==> src/core/tmic_consts.svh <==
// Purpose: Offsets, field positions, reset values and vectors of the interrupt controller
// Assumes: Included by the controller
// Notes:   Definitions only
`ifndef TMIC_CONSTS_SVH
`define TMIC_CONSTS_SVH

`define TMIC_IDX_PRIMARY     8'h0b
`define TMIC_IDX_SECONDARY   8'h1e
`define TMIC_IDX_CORE        8'h40
`define TMIC_IDX_STATUS      8'h41

`define TMIC_BIT_MASTER      0
`define TMIC_BIT_EN_LO       1
`define TMIC_BIT_FLAG_LO     4

`define TMIC_RST_PRIMARY     8'h00
`define TMIC_RST_SECONDARY   8'h00
`define TMIC_RST_CORE        8'h00
`define TMIC_RST_PINS        7'h03

`define TMIC_VEC_BASE        8'h04
`define TMIC_VEC_STEP        8'h04

`define TMIC_CORE_BIT_PHASE  0
`define TMIC_CORE_BIT_IDLE   1
`define TMIC_CORE_BIT_SLEEP  2

`endif

==> src/core/tmic_pkg.sv <==
// Purpose: Types of the interrupt controller
// Assumes: Nothing
// Notes:   Numbers live in tmic_consts.svh
package tmic_pkg;
   typedef enum logic [1:0] {TMIC_RUN, TMIC_IDLE, TMIC_SLEEP} tmic_mode_t;
   typedef enum logic [1:0] {TMIC_WAIT, TMIC_CALL, TMIC_SERVE} tmic_seq_t;
endpackage : tmic_pkg
==> src/core/tmic_ctrl.sv <==
// Purpose: Six-source interrupt controller of a telephone microcontroller
// Assumes: Classic Wishbone slave, one clock, core strobes are synchronous
// Notes:   Pin and peripheral event lines are two-flop synchronised
//
// Notes on behaviour
// - Falling edge of external pin sets its flag; enabled, room, calls 04H.
// - Timer 0 overflow sets its flag; enabled, room, calls 08H.
// - Timer 1 overflow sets its flag; enabled, room, calls 0CH.
// - Ring, reversal, carrier or packet byte sets peripheral flag; calls 10H.
// - Each 1Hz tick sets the tick flag; enabled, room, calls 14H.
// - Hook any edge, hold fall, hands-free rise set dialer flag; calls 18H.
// - Hold fall ignored while on-hook and hold-line both active.
// - Dialer source inhibited while the mode is Idle.
// - Acceptance clears master enable and the serviced flag.
// - Requests while blocked only set their flags.
// - Master plus source enable set in a routine allows nesting.
// - No acknowledge while the stack is full.
// - Only the program counter is pushed before branching to the vector.
// - Interrupt return sets master enable; plain return leaves it.
// - Requests between two phase pulses are serviced at the later pulse.
// - Fixed priority: external, timer 0, timer 1, peripheral, tick, dialer.
// - Flags hold until serviced or cleared by software.
// - Every source can wake the device from halt, except the dialer while the mode is Idle.
// - Primary: master bit 0, enables 1-3, flags 4-6, bit 7 zero.
// - Secondary: enables 0-2, flags 4-6, bits 3 and 7 zero.
// - A wake from Sleep or Idle forces the mode to Green.
`include "tmic_consts.svh"
`timescale 1ns/1ps
`default_nettype none

module tmic_ctrl
   import tmic_pkg::*;
#(
   parameter int NSRC = 6
) (
   input  wire logic       ref_clk_in,
   input  wire logic       rst_in,
   input  wire logic       wb_cyc_in,
   input  wire logic       wb_stb_in,
   input  wire logic       wb_we_in,
   input  wire logic [7:0] wb_adr_in,
   input  wire logic [3:0] wb_sel_in,
   input  wire logic [31:0] wb_dat_in,
   output logic      [31:0] wb_dat_out,
   output logic            wb_ack_out,
   input  wire logic       external_irq_pin_in,
   input  wire logic       hook_switch_input_in,
   input  wire logic       hold_line_input_in,
   input  wire logic       hands_free_input_in,
   input  wire logic       timer0_ovf_in,
   input  wire logic       timer1_ovf_in,
   input  wire logic       fsk_event_in,
   input  wire logic       rtc_tick_in,
   input  wire logic       on_hook_state_in,
   input  wire logic       hold_line_state_in,
   input  wire logic       second_clock_phase_in,
   input  wire logic       stack_full_in,
   input  wire logic       call_done_in,
   input  wire logic       isr_exit_with_enable_in,
   input  wire logic       plain_subroutine_exit_in,
   input  wire logic       halt_in,
   input  wire logic       idle_select_in,
   output logic            call_req_out,
   output logic      [7:0] call_vector_out,
   output logic            push_pc_only_out,
   output logic            wake_out,
   output logic            force_green_out
);

   generate
      if (NSRC != 6) begin : g_bad_nsrc
         $error("tmic_ctrl serves exactly six sources");
      end
   endgenerate

   // ----------------------------------------------------------------
   // Input synchronisers
   // ----------------------------------------------------------------
   localparam int NPIN = 7;
   logic [NPIN-1:0] pin_raw;
   logic [NPIN-1:0] sync1_q;
   logic [NPIN-1:0] sync2_q;
   logic [NPIN-1:0] prev_q;
   assign pin_raw = {fsk_event_in, rtc_tick_in, timer1_ovf_in, timer0_ovf_in,
                     hands_free_input_in, hold_line_input_in, hook_switch_input_in};
   logic ext_s1_q, ext_s2_q, ext_prev_q;

   always_ff @(posedge ref_clk_in or posedge rst_in) begin
      if (rst_in) begin
         // Hook and hold pins idle high; starting at that level avoids a false edge
         sync1_q    <= `TMIC_RST_PINS;
         sync2_q    <= `TMIC_RST_PINS;
         prev_q     <= `TMIC_RST_PINS;
         ext_s1_q   <= 1'b1;
         ext_s2_q   <= 1'b1;
         ext_prev_q <= 1'b1;
      end else begin
         sync1_q    <= pin_raw;
         sync2_q    <= sync1_q;
         prev_q     <= sync2_q;
         ext_s1_q   <= external_irq_pin_in;
         ext_s2_q   <= ext_s1_q;
         ext_prev_q <= ext_s2_q;
      end
   end

   // ----------------------------------------------------------------
   // Source events
   // ----------------------------------------------------------------
   tmic_mode_t mode_q;
   logic [NSRC-1:0] evt;
   logic hold_fall_ok;
   assign hold_fall_ok = !(on_hook_state_in && hold_line_state_in);
   assign evt[0] = ext_prev_q & ~ext_s2_q;
   assign evt[1] = sync2_q[3] & ~prev_q[3];
   assign evt[2] = sync2_q[4] & ~prev_q[4];
   assign evt[3] = sync2_q[6] & ~prev_q[6];
   assign evt[4] = sync2_q[5] & ~prev_q[5];
   assign evt[5] = (mode_q != TMIC_IDLE) &&
                   ((sync2_q[0] ^ prev_q[0]) ||
                    (prev_q[1] & ~sync2_q[1] & hold_fall_ok) ||
                    (sync2_q[2] & ~prev_q[2]));

   // ----------------------------------------------------------------
   // Register bus decode
   // ----------------------------------------------------------------
   logic [NSRC-1:0] en_q;
   logic [NSRC-1:0] flag_q;
   logic            master_q;
   logic [7:0]      core_q;
   tmic_seq_t       seq_q;
   logic            ack_q;
   logic            bus_req, wr_pri, wr_sec, wr_core, lane0;
   assign bus_req = wb_cyc_in & wb_stb_in & ~ack_q;
   assign lane0   = wb_sel_in[0];
   assign wr_pri  = bus_req & wb_we_in & lane0 & (wb_adr_in == `TMIC_IDX_PRIMARY);
   assign wr_sec  = bus_req & wb_we_in & lane0 & (wb_adr_in == `TMIC_IDX_SECONDARY);
   assign wr_core = bus_req & wb_we_in & lane0 & (wb_adr_in == `TMIC_IDX_CORE);

   logic [7:0] rd_pri, rd_sec, rd_stat, rd_byte;
   assign rd_pri  = {1'b0, flag_q[2:0], en_q[2:0], master_q};
   assign rd_sec  = {1'b0, flag_q[5:3], 1'b0, en_q[5:3]};
   assign rd_stat = {4'h0, stack_full_in, (seq_q != TMIC_WAIT), mode_q};
   assign rd_byte = (wb_adr_in == `TMIC_IDX_PRIMARY)   ? rd_pri  :
                    (wb_adr_in == `TMIC_IDX_SECONDARY) ? rd_sec  :
                    (wb_adr_in == `TMIC_IDX_CORE)      ? core_q  :
                    (wb_adr_in == `TMIC_IDX_STATUS)    ? rd_stat : 8'h00;

   always_ff @(posedge ref_clk_in or posedge rst_in) begin
      if (rst_in) begin
         ack_q      <= 1'b0;
         wb_dat_out <= 32'h0000_0000;
         core_q     <= `TMIC_RST_CORE;
      end else begin
         ack_q      <= bus_req;
         wb_dat_out <= bus_req ? {24'h00_0000, rd_byte} : 32'h0000_0000;
         if (wr_core) core_q <= wb_dat_in[7:0];
      end
   end
   assign wb_ack_out = ack_q;

   // ----------------------------------------------------------------
   // Phase sampling and arbitration
   // ----------------------------------------------------------------
   logic ph_s1_q, ph_s2_q, ph_prev_q;
   logic phase_rise;
   always_ff @(posedge ref_clk_in or posedge rst_in) begin
      if (rst_in) begin
         ph_s1_q   <= 1'b0;
         ph_s2_q   <= 1'b0;
         ph_prev_q <= 1'b0;
      end else begin
         ph_s1_q   <= second_clock_phase_in;
         ph_s2_q   <= ph_s1_q;
         ph_prev_q <= ph_s2_q;
      end
   end
   // Software may pulse the phase through the core register for bench use
   assign phase_rise = (ph_s2_q & ~ph_prev_q) | (wr_core & wb_dat_in[`TMIC_CORE_BIT_PHASE]);

   logic [NSRC-1:0] active;
   logic [NSRC-1:0] grant;
   logic [NSRC-1:0] lower;
   assign active = flag_q & en_q;
   assign lower[0] = 1'b0;
   genvar gi;
   generate
      for (gi = 1; gi < NSRC; gi++) begin : g_pri
         assign lower[gi] = lower[gi-1] | active[gi-1];
      end
      for (gi = 0; gi < NSRC; gi++) begin : g_gnt
         assign grant[gi] = active[gi] & ~lower[gi];
      end
   endgenerate

   logic            accept;
   logic [2:0]      grant_idx;
   always_comb begin
      grant_idx = 3'd0;
      for (int i = NSRC - 1; i >= 0; i--) begin
         if (grant[i]) grant_idx = 3'(i);
      end
   end
   // Only at a phase edge, with master on, stack room and no call pending
   assign accept = phase_rise & master_q & ~stack_full_in
                   & (|active) & (seq_q == TMIC_WAIT);

   // ----------------------------------------------------------------
   // Flags, enables and the call handshake
   // ----------------------------------------------------------------
   logic [NSRC-1:0] sw_flag, sw_flag_we, sw_en, sw_en_we;
   assign sw_flag    = {wb_dat_in[6:4], wb_dat_in[6:4]};
   assign sw_en      = {wb_dat_in[2:0], wb_dat_in[3:1]};
   assign sw_flag_we = {{3{wr_sec}}, {3{wr_pri}}};
   assign sw_en_we   = {{3{wr_sec}}, {3{wr_pri}}};

   logic [NSRC-1:0] clr_grant;
   assign clr_grant = accept ? grant : '0;

   always_ff @(posedge ref_clk_in or posedge rst_in) begin
      if (rst_in) begin
         flag_q <= '0;
         en_q   <= '0;
      end else begin
         for (int i = 0; i < NSRC; i++) begin
            // Hardware set wins over both software and acceptance clear
            if (evt[i]) flag_q[i] <= 1'b1;
            else if (clr_grant[i]) flag_q[i] <= 1'b0;
            else if (sw_flag_we[i]) flag_q[i] <= sw_flag[i];
            if (sw_en_we[i]) en_q[i] <= sw_en[i];
         end
      end
   end

   always_ff @(posedge ref_clk_in or posedge rst_in) begin
      if (rst_in) master_q <= 1'b0;
      else if (accept) master_q <= 1'b0;
      else if (isr_exit_with_enable_in) master_q <= 1'b1;
      else if (wr_pri) master_q <= wb_dat_in[`TMIC_BIT_MASTER];
   end

   always_ff @(posedge ref_clk_in or posedge rst_in) begin
      if (rst_in) begin
         seq_q           <= TMIC_WAIT;
         call_req_out    <= 1'b0;
         call_vector_out <= 8'h00;
         push_pc_only_out <= 1'b0;
      end else begin
         case (seq_q)
            TMIC_WAIT: if (accept) begin
               seq_q            <= TMIC_CALL;
               call_req_out     <= 1'b1;
               push_pc_only_out <= 1'b1;
               call_vector_out  <= 8'(`TMIC_VEC_BASE
                                    + `TMIC_VEC_STEP * grant_idx);
            end
            TMIC_CALL: if (call_done_in) begin
               seq_q            <= TMIC_WAIT;
               call_req_out     <= 1'b0;
               push_pc_only_out <= 1'b0;
            end
            default: seq_q <= TMIC_WAIT;
         endcase
      end
   end

   // ----------------------------------------------------------------
   // Operating mode and wake
   // ----------------------------------------------------------------
   logic any_pending;
   assign any_pending = |active;
   always_ff @(posedge ref_clk_in or posedge rst_in) begin
      if (rst_in) begin
         mode_q          <= TMIC_RUN;
         wake_out        <= 1'b0;
         force_green_out <= 1'b0;
      end else begin
         wake_out        <= 1'b0;
         force_green_out <= 1'b0;
         if (mode_q != TMIC_RUN && any_pending) begin
            mode_q          <= TMIC_RUN;
            wake_out        <= 1'b1;
            force_green_out <= 1'b1;
         end else if (halt_in && mode_q == TMIC_RUN) begin
            mode_q <= idle_select_in ? TMIC_IDLE : TMIC_SLEEP;
         end
      end
   end
endmodule : tmic_ctrl

`default_nettype wire

==> config.mk <==
export PLATFORM = sky130hd
export DESIGN_NAME = tmic_ctrl
export DESIGN_NICKNAME = d
export VERILOG_FILES = /design/src/core/tmic_pkg.sv /design/src/core/tmic_ctrl.sv
export VERILOG_INCLUDE_DIRS = /design/src /design/src/core
export SDC_FILE = /design/constraint.sdc
export NUM_CORES = 1
export LEC_CHECK = 0
export BUFFER_PORTS_ARGS = -buffer_cell sky130_fd_sc_hd__buf_2
export CORE_MARGIN = 3
export CORE_UTILIZATION = 48
export CTS_BUF_LIST = sky130_fd_sc_hd__clkbuf_4 sky130_fd_sc_hd__clkbuf_8 sky130_fd_sc_hd__clkbuf_16
export CTS_CLUSTER_DIAMETER = 200
export DETAILED_ROUTE_END_ITERATION = 16
export HOLD_SLACK_MARGIN = 0.15
export PLACE_DENSITY_LB_ADDON = 0.08
export SYNTH_ARGS = -nofsm -noshare
export SYNTH_HDL_FRONTEND = slang
export SYNTH_SLANG_ARGS = --single-unit
==> constraint.sdc <==
create_clock -name ref_clk_in -period 2.8 [get_ports ref_clk_in]
set_input_delay 0.56 -clock ref_clk_in [delete_from_list [all_inputs] [get_ports ref_clk_in]]
set_output_delay 0.56 -clock ref_clk_in [all_outputs]
set_load 0.01 [all_outputs]
==> flow_summary.yaml <==
clocking:
  path_clk_slew_ps: 60
  ctsHoldBuffers: 0
  htreeDepth: 3
  worstSkewPairLatency_ps: 330
  cts_tree: "built"
  clock_tree.buffer_depth: 2
  cts_root_buf: "clkbuf_8"
  cts_resized: 0
  cts.sinks: 65
  postCtsSetupBuffers: 0
  cts_made_buffers: 9
global_routing:
  antenna_found_initial: 0
  grt_pass1_wl_mm: 8.438
  grt-ovfl-total: 0
  track_usage: 0.1772
  grt_max_degree: 25
  first_global_vias: 1761
drt:
  drt_wl_total_mm: 5.468
  drc: 0
  ant_nets: 0
  dr_total_vias: 1861
  viasPerCell: 5.030
  first_pass_iters: 5
  drt_iter0_markers: 59
  wl_per_cell_um: 14.78
timing:
  fin_crit_sh: 0.8218
  min_period_ps: 2301
  rsz0062_at_grt: "no"
  hold_violations: 0
  tns_ps: 0
  final.setup_skew_ps: 5.112
  setup_viol: 0
  fmax_ghz: 0.4346
  drv_slew: 0
place:
  dpl.hpwl_mm: 4.006
  io_buffers: 54
  place_congestion: 0.8694
  placed_area_sq_um: 3073
setup_path:
  crit_required_ps: 3020
  crit_slowest_cell: "or4b_4"
  cp_max_fo: 9
  regToRegSetupSlack_ps: 640
  worst_path_largest_cell_delay_ps: 540
  cp_data_arrival_time_ps: 2520
  crit_path_end_kind: "flop"
  cp-start-kind: "primary input"
  path_class: "in -> reg"
  crit_family: "simple AND/OR/NAND/NOR gates"
  path_buf_inv: 1
  crit_chain: "buf_2 > or4b_4 > nor4_4 > a32oi_4 > or3_1 > mux2_4"
logic_synthesis:
  netlist_top_cells_count: "dfrtp_1 (56), buf_4 (30), inv_1 (15), mux2_2 (15), nand2_1 (11)"
  ys_types: 37
  synth-simple-area-share: 0.08931
  seq_area_frac_synth: 0.5904
  synth-xor-area-share: 0.003157
  synthMuxAreaShare: 0.09157
  synth-edff-count: 0
  synth_top_family_by_area: "compound AO/OA/AOI/OAI gates"
  synth.avg_cell_area_sq_um: 12.44
  synth_fa_ha_area_frac: 0.004511
  post-synth-top-area-cell: "dfrtp_1"
  synth_area_sq_um: 2774
  yosys-top-cells-area: "dfrtp_1 (51%), dfstp_2 (8.5%), buf_4 (8.1%)"
  yosysWarnings: 0
  synth_top_area_share: 0.5052
  synth_flop_cell: "dfrtp_1"
  synthArstFlopShare: 1.000
  ys_seq_elements: 65
  synth_cells: 223
  synth_compound_area_frac: 0.1164
  post-synth-top-count-cell: "dfrtp_1"
pwr:
  total_power_w: 0.001948
  p_leak_nw: 1.657
  powerDensity_nw_per_um2: 595.0
  vdd_drop_max_v: 0.0004479
finish:
  final_nets: 360
  antenna_cells: 0
  final_area_sq_um: 3273
  syn_to_final_growth_pct: 18.00
  layout-drive-gt1-share: 0.3691
floorplanning:
  die_area_sq_um: 6727
  pin_count: 111
  chipWidth_um: 82.02
  core-area_sq_um: 5540
  die_h_um: 82.02
  initial_core_util: 0.5007
  rows: 27
flow_run:
  drv_cap: 0
outcome:
  outcome: "finished clean"
min_path:
  min_path_type: "in -> async"
-- worst register-to-register path, delay by kind of cell, from the launching register on --
family	cells	cell delay, ps
DFF	1	410
muxes	1	320
and+or+nand+nor	2	610
AOI/OAI and AO/OA	2	700
-- layout make-up --
type	count	area, sq um
Fill cell	496	2267
Inverter	15	56.30
Clock inverter	3	40.04
Clock buffer	13	160.2
Multi-Input combinational cell	139	950.9
Timing Repair Buffer	63	337.8
Tap cell	72	90.09
Sequential cell	65	1638
-- power by group --
| group | internal (W) | switching (W) | total (W) |
|---|---|---|---|
| combinational | 0.0000564 | 0.0000878 | 0.000144 |
| clock | 0.000463 | 0.000330 | 0.000792 |
| sequential | 0.000983 | 0.0000283 | 0.00101 |
-- placed cells by master (no fill, tap or decap), types with 4 or more instances in the layout --
cell type / instances
clkbuf_8: 10
nand3_1: 5
inv_1: 14
mux2_2: 15
nor3_1: 4
mux2i_1: 7
a22oi_1: 4
a22o_1: 4
a211oi_1: 4
buf_2: 54
buf_4: 9
a221oi_1: 4
nand2_1: 11
dfrtp_1: 56
nor2_1: 7
dfstp_2: 9
o21ai_0: 4
o22ai_1: 9
conb_1: 28
nor4_1: 5
-- through the flow --
step	hold WS (ps)	utilization	cells	worst slack [ps]
4_1_cts	217.9	0.5908	370	510.4
5_1_grt	245.8	0.5908	370	441.2
6_report	223.8	0.5908	370	498.9
3_3_place_gp	331.6	0.5547	354	173.3
3_5_place_dp	338.1	0.5547	354	147.5
2_1_floorplan	331.2	-	250	202.7
-- path summary, 6_finish.rpt --
check,startpoint,to,depth (start not counted)
setup / recovery,wb_adr_in[4],call_vector_out[3]$_DFFE_PP0P_,6
hold / removal,rst_in,ph_s1_q$_DFF_PP0_,2
setup reg to reg,flag_q[0]$_DFFE_PP0P_,call_vector_out[3]$_DFFE_PP0P_,5
hold reg to reg,sync1_q[2]$_DFF_PP0_,sync2_q[2]$_DFF_PP0_,0
max in group asynchronous,rst_in,ext_s1_q$_DFF_PP1_,3
min in group ref_clk_in,external_irq_pin_in,ext_s1_q$_DFF_PP1_,1
-- cell families (layout without fill, tap and decap cells) --
group                    count (synthesis)  in the layout
buffers and inverters                   46             94
AND/OR/NAND/NOR                         44             44
multiplexers                            23             23
XOR/XNOR                                 1              1
AO/OA/AOI/OAI                           42             42
adder cells (fa/ha/maj)                  1              1
other                                    1             28
flip-flops                              65             65
-- state kept, by name (all words and copies together), names as in the netlist --
name              count
core_q                8
ph_s2_q               1
wb_ack_out            1
en_q                  6
ext_prev_q            1
ph_s1_q               1
flag_q                6
mode_q                2
call_vector_out       4
ph_prev_q             1
ext_s2_q              1
sync2_q               7
ext_s1_q              1
push_pc_only_out      1
wb_dat_out            8
prev_q                7
master_q              1
force_green_out       1
sync1_q               7
-- per-layer routing --
layer,global-route usage,up-vias,share of wire
li1,-,882,-
met1,0.2187,900,0.43
met2,0.2771,74,0.48
met3,0.04715,5,0.073
met4,0.1080,0,0.011
met5,0,-,0
(Power assumes the default switching activity.)
